$ cat config.mk
export PLATFORM = sky130hd
export DESIGN_NAME = alf_core
export DESIGN_NICKNAME = d
export VERILOG_FILES = /design/src/rtl/alf_pkg.sv /design/src/rtl/alf_decode.sv /design/src/rtl/alf_core.sv
export SDC_FILE = /design/constraint.sdc
export NUM_CORES = 1
export LEC_CHECK = 0
export ABC_AREA = 0
export BUFFER_PORTS_ARGS = -buffer_cell sky130_fd_sc_hd__buf_2
export CORE_UTILIZATION = 45
export CTS_CLUSTER_DIAMETER = 50
export DETAILED_ROUTE_END_ITERATION = 10
export HOLD_SLACK_MARGIN = 0.12
export MAX_ROUTING_LAYER = met4
export PLACE_DENSITY = 0.77
export SLEW_MARGIN = 20
export SYNTH_ARGS = -nofsm -noshare
export SYNTH_HDL_FRONTEND = slang
export SYNTH_SLANG_ARGS = --single-unit
$ cat constraint.sdc
create_clock -name i_core_clk -period 3.5 [get_ports i_core_clk]
set_clock_uncertainty 0.15 [all_clocks]
set_input_delay 0.35 -clock i_core_clk [delete_from_list [all_inputs] [get_ports i_core_clk]]
set_output_delay 0.35 -clock i_core_clk [all_outputs]
set_load 0.02 [all_outputs]
$ cat src/rtl/alf_pkg.sv
// Shared constants and types for the accumulator literal and file datapath.
package alf_pkg;

  localparam int DATA_W = 8;
  localparam int ADDR_W = 7;
  localparam int OPC_W = 14;
  localparam logic [7:0] ACC_RESET = 8'h00;
  localparam logic ZERO_RESET = 1'b0;

  // ----------------------------------------------------------------------
  // Operation select
  // ----------------------------------------------------------------------
  typedef enum logic [2:0] {
    ALF_OP_IDLE,
    ALF_OP_OR_LIT,
    ALF_OP_LOAD_LIT,
    ALF_OP_OR_FILE,
    ALF_OP_STORE,
    ALF_OP_COPY
  } alf_op_t;

  // ----------------------------------------------------------------------
  // Instruction word encodings
  // ----------------------------------------------------------------------
  localparam logic [13:0] ENC_IDLE = 14'h0000;
  localparam logic [5:0] ENC_OR_LIT = 6'h38;
  localparam logic [3:0] ENC_LOAD_LIT = 4'h3;
  localparam logic [5:0] ENC_OR_FILE = 6'h04;
  localparam logic [6:0] ENC_STORE = 7'h01;
  localparam logic [5:0] ENC_COPY = 6'h08;
  localparam int DEST_BIT = 7;

endpackage

$ cat src/rtl/alf_decode.sv
// Instruction decoder for the accumulator literal and file datapath.
`timescale 1ns/1ps
module alf_decode (
  // Instruction word
  input wire logic [13:0] i_instr,
  // Decoded fields
  output alf_pkg::alf_op_t o_op,
  output logic o_dest_file,
  output logic [6:0] o_addr,
  output logic [7:0] o_literal
);

  wire is_or_lit = (i_instr[13:8] == alf_pkg::ENC_OR_LIT);
  wire is_load = (i_instr[13:10] == alf_pkg::ENC_LOAD_LIT);
  wire is_or_file = (i_instr[13:8] == alf_pkg::ENC_OR_FILE);
  wire is_store = (i_instr[13:7] == alf_pkg::ENC_STORE);
  wire is_copy = (i_instr[13:8] == alf_pkg::ENC_COPY);

  assign o_op = is_or_lit ? alf_pkg::ALF_OP_OR_LIT :
                is_load ? alf_pkg::ALF_OP_LOAD_LIT :
                is_or_file ? alf_pkg::ALF_OP_OR_FILE :
                is_store ? alf_pkg::ALF_OP_STORE :
                is_copy ? alf_pkg::ALF_OP_COPY : alf_pkg::ALF_OP_IDLE;
  assign o_dest_file = i_instr[alf_pkg::DEST_BIT];
  assign o_addr = i_instr[6:0];
  assign o_literal = i_instr[7:0];

endmodule

$ cat src/rtl/alf_core.sv
// Execution datapath for five accumulator and file register instructions.
`timescale 1ns/1ps
// Functional notes
// - OR literal into accumulator, result to accumulator, zero flag updated.
// - Load literal into accumulator unchanged, flags untouched.
// - OR accumulator with file; destination bit picks accumulator or file; zero updated.
// - Store accumulator into addressed file register, flags untouched.
// - Copy file register to accumulator or back to itself per destination bit.
// - Copy updates zero flag for either destination.
module alf_core (
  // Clock and reset
  input wire logic i_core_clk,
  input wire logic i_rst_n,
  // Instruction issue
  input wire logic i_valid,
  input wire logic [13:0] i_instr,
  // File register read data for the addressed register
  input wire logic [7:0] i_file_rdata,
  // File register access
  output logic [6:0] o_file_addr,
  output logic o_file_we,
  output logic [7:0] o_file_wdata,
  // Architectural state
  output logic [7:0] o_acc,
  output logic o_zero,
  output logic o_done
);

  alf_pkg::alf_op_t op;
  logic dest_file;
  logic [7:0] literal;

  alf_decode u_dec (
    .i_instr(i_instr),
    .o_op(op),
    .o_dest_file(dest_file),
    .o_addr(o_file_addr),
    .o_literal(literal)
  );

  // ----------------------------------------------------------------------
  // Result selection
  // ----------------------------------------------------------------------
  wire op_or_lit = i_valid && (op == alf_pkg::ALF_OP_OR_LIT);
  wire op_load = i_valid && (op == alf_pkg::ALF_OP_LOAD_LIT);
  wire op_or_file = i_valid && (op == alf_pkg::ALF_OP_OR_FILE);
  wire op_store = i_valid && (op == alf_pkg::ALF_OP_STORE);
  wire op_copy = i_valid && (op == alf_pkg::ALF_OP_COPY);

  logic [7:0] acc_reg, acc_next;
  logic zero_reg, zero_next;
  logic done_reg;

  wire [7:0] or_lit_res = acc_reg | literal;
  wire [7:0] or_file_res = acc_reg | i_file_rdata;
  wire [7:0] result = op_or_lit ? or_lit_res :
                      op_or_file ? or_file_res :
                      op_load ? literal : i_file_rdata;
  wire file_op = op_or_file || op_copy;
  wire acc_we = op_or_lit || op_load || (file_op && !dest_file);
  wire zero_we = op_or_lit || file_op;

  assign acc_next = acc_we ? result : acc_reg;
  assign zero_next = zero_we ? (result == 8'h00) : zero_reg;
  assign o_file_we = op_store || (file_op && dest_file);
  assign o_file_wdata = op_store ? acc_reg : result;

  // ----------------------------------------------------------------------
  // State registers
  // ----------------------------------------------------------------------
  always_ff @(posedge i_core_clk or negedge i_rst_n) begin
    if (!i_rst_n) begin
      acc_reg <= alf_pkg::ACC_RESET;
      zero_reg <= alf_pkg::ZERO_RESET;
      done_reg <= 1'b0;
    end else begin
      acc_reg <= acc_next;
      zero_reg <= zero_next;
      done_reg <= i_valid;
    end
  end

  assign o_acc = acc_reg;
  assign o_zero = zero_reg;
  assign o_done = done_reg;
endmodule

==> results of run 1 <==
## through the flow
stage | hold slack [ns] | setup slack (ns) | instance area (um2)
after floorplan | -0.0956 | 1.05 | 1130
after global placement | 0.0740 | 0.781 | 1320
after detailed placement | 0.0801 | 0.745 | 1320
after CTS | 0.205 | 0.221 | 1380
after global routing | 0.218 | 0.0575 | 1380
final | 0.204 | 0.179 | 1380
## logic make-up after synthesis
family	count (synthesis)	synth area share
buffers and inverters	19	0.0944
multiplexers	6	0.0600
AND/OR/NAND/NOR	63	0.284
AO/OA/AOI/OAI	48	0.323
XOR/XNOR	2	0.0156
flip-flops	10	0.222
## layer usage
layer  vias up  share of wire  global-route usage
met2        87           0.46               0.423
li1        629              -                   -
met5         -              0                   -
met3         6          0.095              0.0322
met4         0         0.0094              0.0856
met1       605           0.43               0.342
## state kept, by name (all words and copies together), names as in the netlist
register,flops
o_zero,1
o_acc,8
o_done,1
## worst max-delay path, stage by stage
cell and delay, ns:
dlygate4sd3_1 0.52, buf_2 0.15, or3b_2 0.51, a21oi_2 0.21, nand2_1 0.32, nor3_1 0.25
nor3_1 0.09, mux2_2 0.26, buf_2 0.15
## path summary, 6_finish.rpt
path                              endpoint  slack [ns]
min in group asynchronous           o_zero        0.32
max reg2reg                         o_zero        1.75
min                               o_acc[3]        0.20
max                        o_file_wdata[1]        0.18
max in group asynchronous         o_acc[4]        2.68
min reg2reg                         o_zero        0.36
## what timing repair did
item,4_1_cts,5_1_grt
hold buffers,2,0
hold endpoints to repair,11,0
setup buffers,0,0
endpoints found under the setup margin,0,0
## layout by cell type (no fill, tap or decap), types with 2 or more instances in the layout
| cell | n |
|---|---|
| buf_2 | 50 |
| nor2_1 | 23 |
| nor3_1 | 12 |
| o21ai_0 | 10 |
| dfrtp_1 | 10 |
| nand2_1 | 7 |
| a21oi_1 | 7 |
| mux2_2 | 6 |
| o21bai_1 | 6 |
| inv_1 | 5 |
| o22ai_1 | 4 |
| nor4_1 | 4 |
| nor2b_1 | 3 |
| o2bb2ai_1 | 3 |
| clkbuf_4 | 3 |
| xnor2_1 | 2 |
| or3_1 | 2 |
| or2_1 | 2 |
| a31oi_1 | 2 |
| o221a_2 | 2 |
| a222oi_1 | 2 |
| dlygate4sd3_1 | 2 |
## layout make-up
class                      instances  share of cell area
clock buffer                       4              0.0263
inverter                           5              0.0136
multi-input combinational        119               0.558
sequential                        10               0.181
tap                               28              0.0254
timing repair buffer              52               0.196
## where the power goes
part,leakage (nW),switching [mW],internal [mW]
sequential,0.121,0.0491,0.145
clock,0.0210,0.0450,0.0633
combinational,0.472,0.127,0.0853
total,0.614,0.222,0.294
==> impl_metrics.env, run 1 <==
export IMPL_status="complete, no violations"
export IMPL_core_area_um2=2280
export IMPL_multi_input_area_um2=769
export IMPL_cts_root_buffer="clkbuf_4"
export IMPL_final_period_minus_worst_setup_slack_ns=3.32
export IMPL_number_of_global_route_vias_before_repair=1166
export IMPL_totalNegativeSetupSlack_ns=0
export IMPL_layout_filler_cells=215
export IMPL_crit_arrival_ns=2.82
export IMPL_crit_path_kind="in -> out"
export IMPL_number_of_iterations_in_the_first_detailed_routing_pass=5
export IMPL_fin_util=0.606
export IMPL_layout_cells_non_filler=218
export IMPL_initial_core_util=0.495
export IMPL_number_of_antenna_violations_at_the_first_check_in_global_routing=0
export IMPL_regArea_um2=250
export IMPL_yosysTopAreaCell="dfrtp_1"
export IMPL_cts_resized=0
export IMPL_placement_rows=17
export IMPL_die_area_um2=2710
export IMPL_overall_routed_net_length_um=3290
export IMPL_ios=51
export IMPL_cts_made_buffers=3
export IMPL_clockBufferDepth=2
export IMPL_timing_final_crit_share=0.949
export IMPL_dieHeight_um=52.0
export IMPL_total_power_uw=515
export IMPL_port_buffers=50
export IMPL_power_density_nw_per_um2=373
export IMPL_dp_cells=212
export IMPL_drt_vias_per_instance=6.09
export IMPL_holdCritPathClass="in -> reg"
export IMPL_yosysSeqAreaShare=0.222
export IMPL_remaining_drc_errors=0
export IMPL_setup_violations_final=0
export IMPL_netlist_area_um2=1130
export IMPL_timing_worst_slew_pin_value_ns=0.872
export IMPL_wl_per_cell_um=15.1
export IMPL_tritoncts="built"
export IMPL_htree_levels=1
export IMPL_synth_most_common_cell="nor2_1"
export IMPL_slew_headroom=0.419
export IMPL_fp_dieW_um=52.0
export IMPL_timing_critical_path_to_type="output pin"
export IMPL_slew_viol_final=0
export IMPL_max_cap_viol_count=0
export IMPL_synth_async_sr_flop_share=1.00
export IMPL_timing_fmax_mhz=301
export IMPL_design_final_nets=216
export IMPL_antenna_diode_count=0
export IMPL_critPathLaunchType="primary input"
export IMPL_ys_seq_elements=10
export IMPL_synth_commonest_cells="nor2_1 (23), nor3_1 (12), dfrtp_1 (10), o21ai_0 (10), buf_4 (8)"
export IMPL_synth_warning_count=0
export IMPL_path_clk_slew_ns=0.07
export IMPL_global_route_usage_total=0.263
export IMPL_synth_cells=148
export IMPL_rsz0062_at_grt="false"
export IMPL_power_leakage_nw=0.614
export IMPL_global_route_overflow_total=0
export IMPL_via_count=1327
export IMPL_hold_path_cell_count=3
export IMPL_ff2ff_path_depth=5
export IMPL_synthesis_to_layout_area_growth_pct=22.6
export IMPL_avgSynthCellArea_um2=7.61
export IMPL_grt_pass1_wl_um=5120
export IMPL_cts_sinks=10
export IMPL_synth_top_cells_by_area="dfrtp_1 (22%), nor2_1 (7.7%), mux2_2 (6.0%), nor3_1 (5.3%), buf_4 (5.3%)"
export IMPL_drt_first_iter_violations=69
export IMPL_post_dp_hpwl_um=2480
export IMPL_worst_voltage_drop_across_the_vdd_grid_mv=0.281
export IMPL_synthDominantCellAreaShare=0.222
export IMPL_antenna_violating_nets_post_route=0
export IMPL_synth_edff_count=0
export IMPL_holdCritStartpoint="i_instr[3]"
export IMPL_worst_setup_path_startpoint="i_valid"
export IMPL_timing_final_hold_violations=0
export IMPL_grt_max_degree=14
export IMPL_synth_net_count=173
export IMPL_final_layout_size_suffix_gt1_frac=0.384
export IMPL_yosys_most_used_dff="dfrtp_1"
export IMPL_timing_critical_path_required_ns=3.00
export IMPL_crit_reg2reg_launch="o_acc[4]"
export IMPL_critical_path_max_fanout=13
export IMPL_clkLatencyLatePin_ns=0.27
export IMPL_routabilityCongestion=0.906
export IMPL_ys_types=45
Note: power is estimated with default switching activity, not from simulation.
==> run 2, diff against run 1 <==
--- a/config.mk
+++ b/config.mk
@@ -8,11 +8,10 @@
 export ABC_AREA = 0
 export BUFFER_PORTS_ARGS = -buffer_cell sky130_fd_sc_hd__buf_2
 export CORE_UTILIZATION = 45
-export CTS_CLUSTER_DIAMETER = 50
 export DETAILED_ROUTE_END_ITERATION = 10
 export HOLD_SLACK_MARGIN = 0.12
 export MAX_ROUTING_LAYER = met4
-export PLACE_DENSITY = 0.77
+export PLACE_DENSITY = 0.81
 export SLEW_MARGIN = 20
 export SYNTH_ARGS = -nofsm -noshare
 export SYNTH_HDL_FRONTEND = slang
==> impl_metrics.env, run 2 (synthesized netlist as in run 1, its figures left out) <==
export IMPL_hold_ws_ns=0.229
export IMPL_fp_dieW_um=52.0
export IMPL_max_cap_viol_count=0
export IMPL_final_period_minus_worst_setup_slack_ns=3.26
export IMPL_antenna_diode_count=0
export IMPL_timing_worst_slew_pin_value_ns=0.862
export IMPL_drt_vias_per_instance=6.08
export IMPL_synthesis_to_layout_area_growth_pct=22.6
export IMPL_final_layout_size_suffix_gt1_frac=0.384
export IMPL_critPathTopFamily="buffers and inverters"
export IMPL_internal_power_of_the_cells_uw=294
export IMPL_drt_first_iter_violations=61
export IMPL_place_ws_ns=0.753
export IMPL_cts_sinks=10
export IMPL_global_route_overflow_total=0
export IMPL_global_route_usage_total=0.272
export IMPL_overall_routed_net_length_um=3250
export IMPL_setup_violations_final=0
export IMPL_timing_critical_path_to_type="output pin"
export IMPL_ios=51
export IMPL_cts_root_buffer="clkbuf_4"
export IMPL_cp_buffers_inverters=3
export IMPL_sequence_of_cells_on_the_critical_path="dlygate4sd3_1, buf_2, or3b_2, a21oi_2, and2_1, o2bb2ai_1, a21oi_1, mux2_2, buf_2"
export IMPL_grt_max_degree=14
export IMPL_pwr_share_clk=0.206
export IMPL_clockBufferDepth=2
export IMPL_status="complete, no violations"
export IMPL_remaining_drc_errors=0
export IMPL_cts_resized=0
export IMPL_worst_voltage_drop_across_the_vdd_grid_mv=0.289
export IMPL_seqPwrFrac=0.379
export IMPL_rsz0062_at_grt="false"
export IMPL_final_cell_mix="buf_2 (50), nor2_1 (23), nor3_1 (12)"
export IMPL_timing_fmax_mhz=307
export IMPL_initial_core_util=0.495
export IMPL_path_clk_slew_ns=0.07
export IMPL_antenna_violating_nets_post_route=0
export IMPL_critical_path_max_fanout=7
export IMPL_critPathLaunchType="primary input"
export IMPL_cts_post_setup_buffers_inserted=0
export IMPL_power_leakage_nw=0.614
export IMPL_post_dp_hpwl_um=2550
export IMPL_number_of_iterations_in_the_first_detailed_routing_pass=4
export IMPL_slew_headroom=0.425
export IMPL_design_final_nets=216
export IMPL_timing_final_crit_share=0.931
export IMPL_core_area_um2=2280
export IMPL_via_count=1326
export IMPL_layout_cells_most_common="buf_2"
export IMPL_timing_critical_path_required_ns=3.00
export IMPL_post_dp_cell_area_um2=1320
export IMPL_slew_viol_final=0
export IMPL_largest_register_ff_count=8
export IMPL_placement_rows=17
export IMPL_stdcell_area_um2=1380
export IMPL_dieHeight_um=52.0
export IMPL_htree_levels=1
export IMPL_totalNegativeSetupSlack_ns=0
export IMPL_power_density_nw_per_um2=372
export IMPL_sw_ratio=0.427
export IMPL_routabilityCongestion=0.977
export IMPL_holdCritPathClass="in -> reg"
export IMPL_crit_path_kind="in -> out"
export IMPL_net_switching_power_uw=219
export IMPL_clkLatencyLatePin_ns=0.27
export IMPL_tritoncts="built"
export IMPL_cts_made_buffers=3
export IMPL_number_of_global_route_vias_before_repair=1172
export IMPL_timing_critical_path_slowest_stage_cell="dlygate4sd3_1"
export IMPL_grt_pass1_wl_um=5370
export IMPL_slowest_delay_ns=0.52
export IMPL_cp_common_cell="buf_2"
export IMPL_final_critical_path_setup_slack_ns=0.241
export IMPL_timing_final_hold_violations=0
export IMPL_number_of_antenna_violations_at_the_first_check_in_global_routing=0
export IMPL_fin_util=0.606
export IMPL_port_buffers=50
export IMPL_die_area_um2=2710
export IMPL_wl_per_cell_um=14.9
export IMPL_cts_hold_buffers_added=2
export IMPL_crit_arrival_ns=2.76
export IMPL_combinational_power_share=0.415
[run 2: cell counts in the layout (fill, tap and decap cells not counted)]
No cell type changed its count.
[run 2: worst paths after layout]
check	startpoint	end	slack, ns	depth (start not counted)
min reg2reg	o_zero	o_zero	0.34	2
max	i_valid	o_file_wdata[6]	0.24	9
min in group asynchronous	i_rst_n	o_acc[1]	0.31	2
max reg2reg	o_acc[4]	o_zero	1.81	5
min	i_instr[3]	o_acc[3]	0.23	3
max in group asynchronous	i_rst_n	o_acc[7]	2.70	2
[run 2: layout make-up]
class                           instances  area [um2]
Clock buffer                            4        36.3
Tap cell                               28        35.0
Sequential cell                        10         250
Fill cell                             214         896
Inverter                                5        18.8
Timing Repair Buffer                   52         270
Multi-Input combinational cell        119         769
[run 2: worst reg2reg max path, delay by kind of cell, from the launching register on]
kind	cells	cell delay, ns
flip-flops	1	0.46
AND/OR/NAND/NOR	2	0.39
AO/OA/AOI/OAI	3	0.59
[run 2: stage by stage]
| stage | power, mW | cells |
|---|---|---|
| 2_1_floorplan | 0.323 | 148 |
| 3_3_place_gp | 0.401 | 212 |
| 3_5_place_dp | 0.406 | 212 |
| 4_1_cts | 0.516 | 218 |
| 5_1_grt | 0.546 | 218 |
| 6_report | 0.513 | 218 |
[run 2: power groups by stage]
stage          clock network [mW]  logic, mW  registers (mW)
2_1_floorplan                   0      0.103           0.220
4_1_cts                     0.110      0.213           0.193
3_5_place_dp                    0      0.211           0.195
6_report                    0.106      0.213           0.195
3_3_place_gp                    0      0.208           0.193
5_1_grt                     0.114      0.233           0.199
[run 2: layer usage]
metal,global-route usage,wire length [um],up-vias
met2,0.408,1520,78
met3,0.0468,275,4
li1,-,-,635
met5,-,0,-
met4,0.0946,35,0
met1,0.365,1410,609
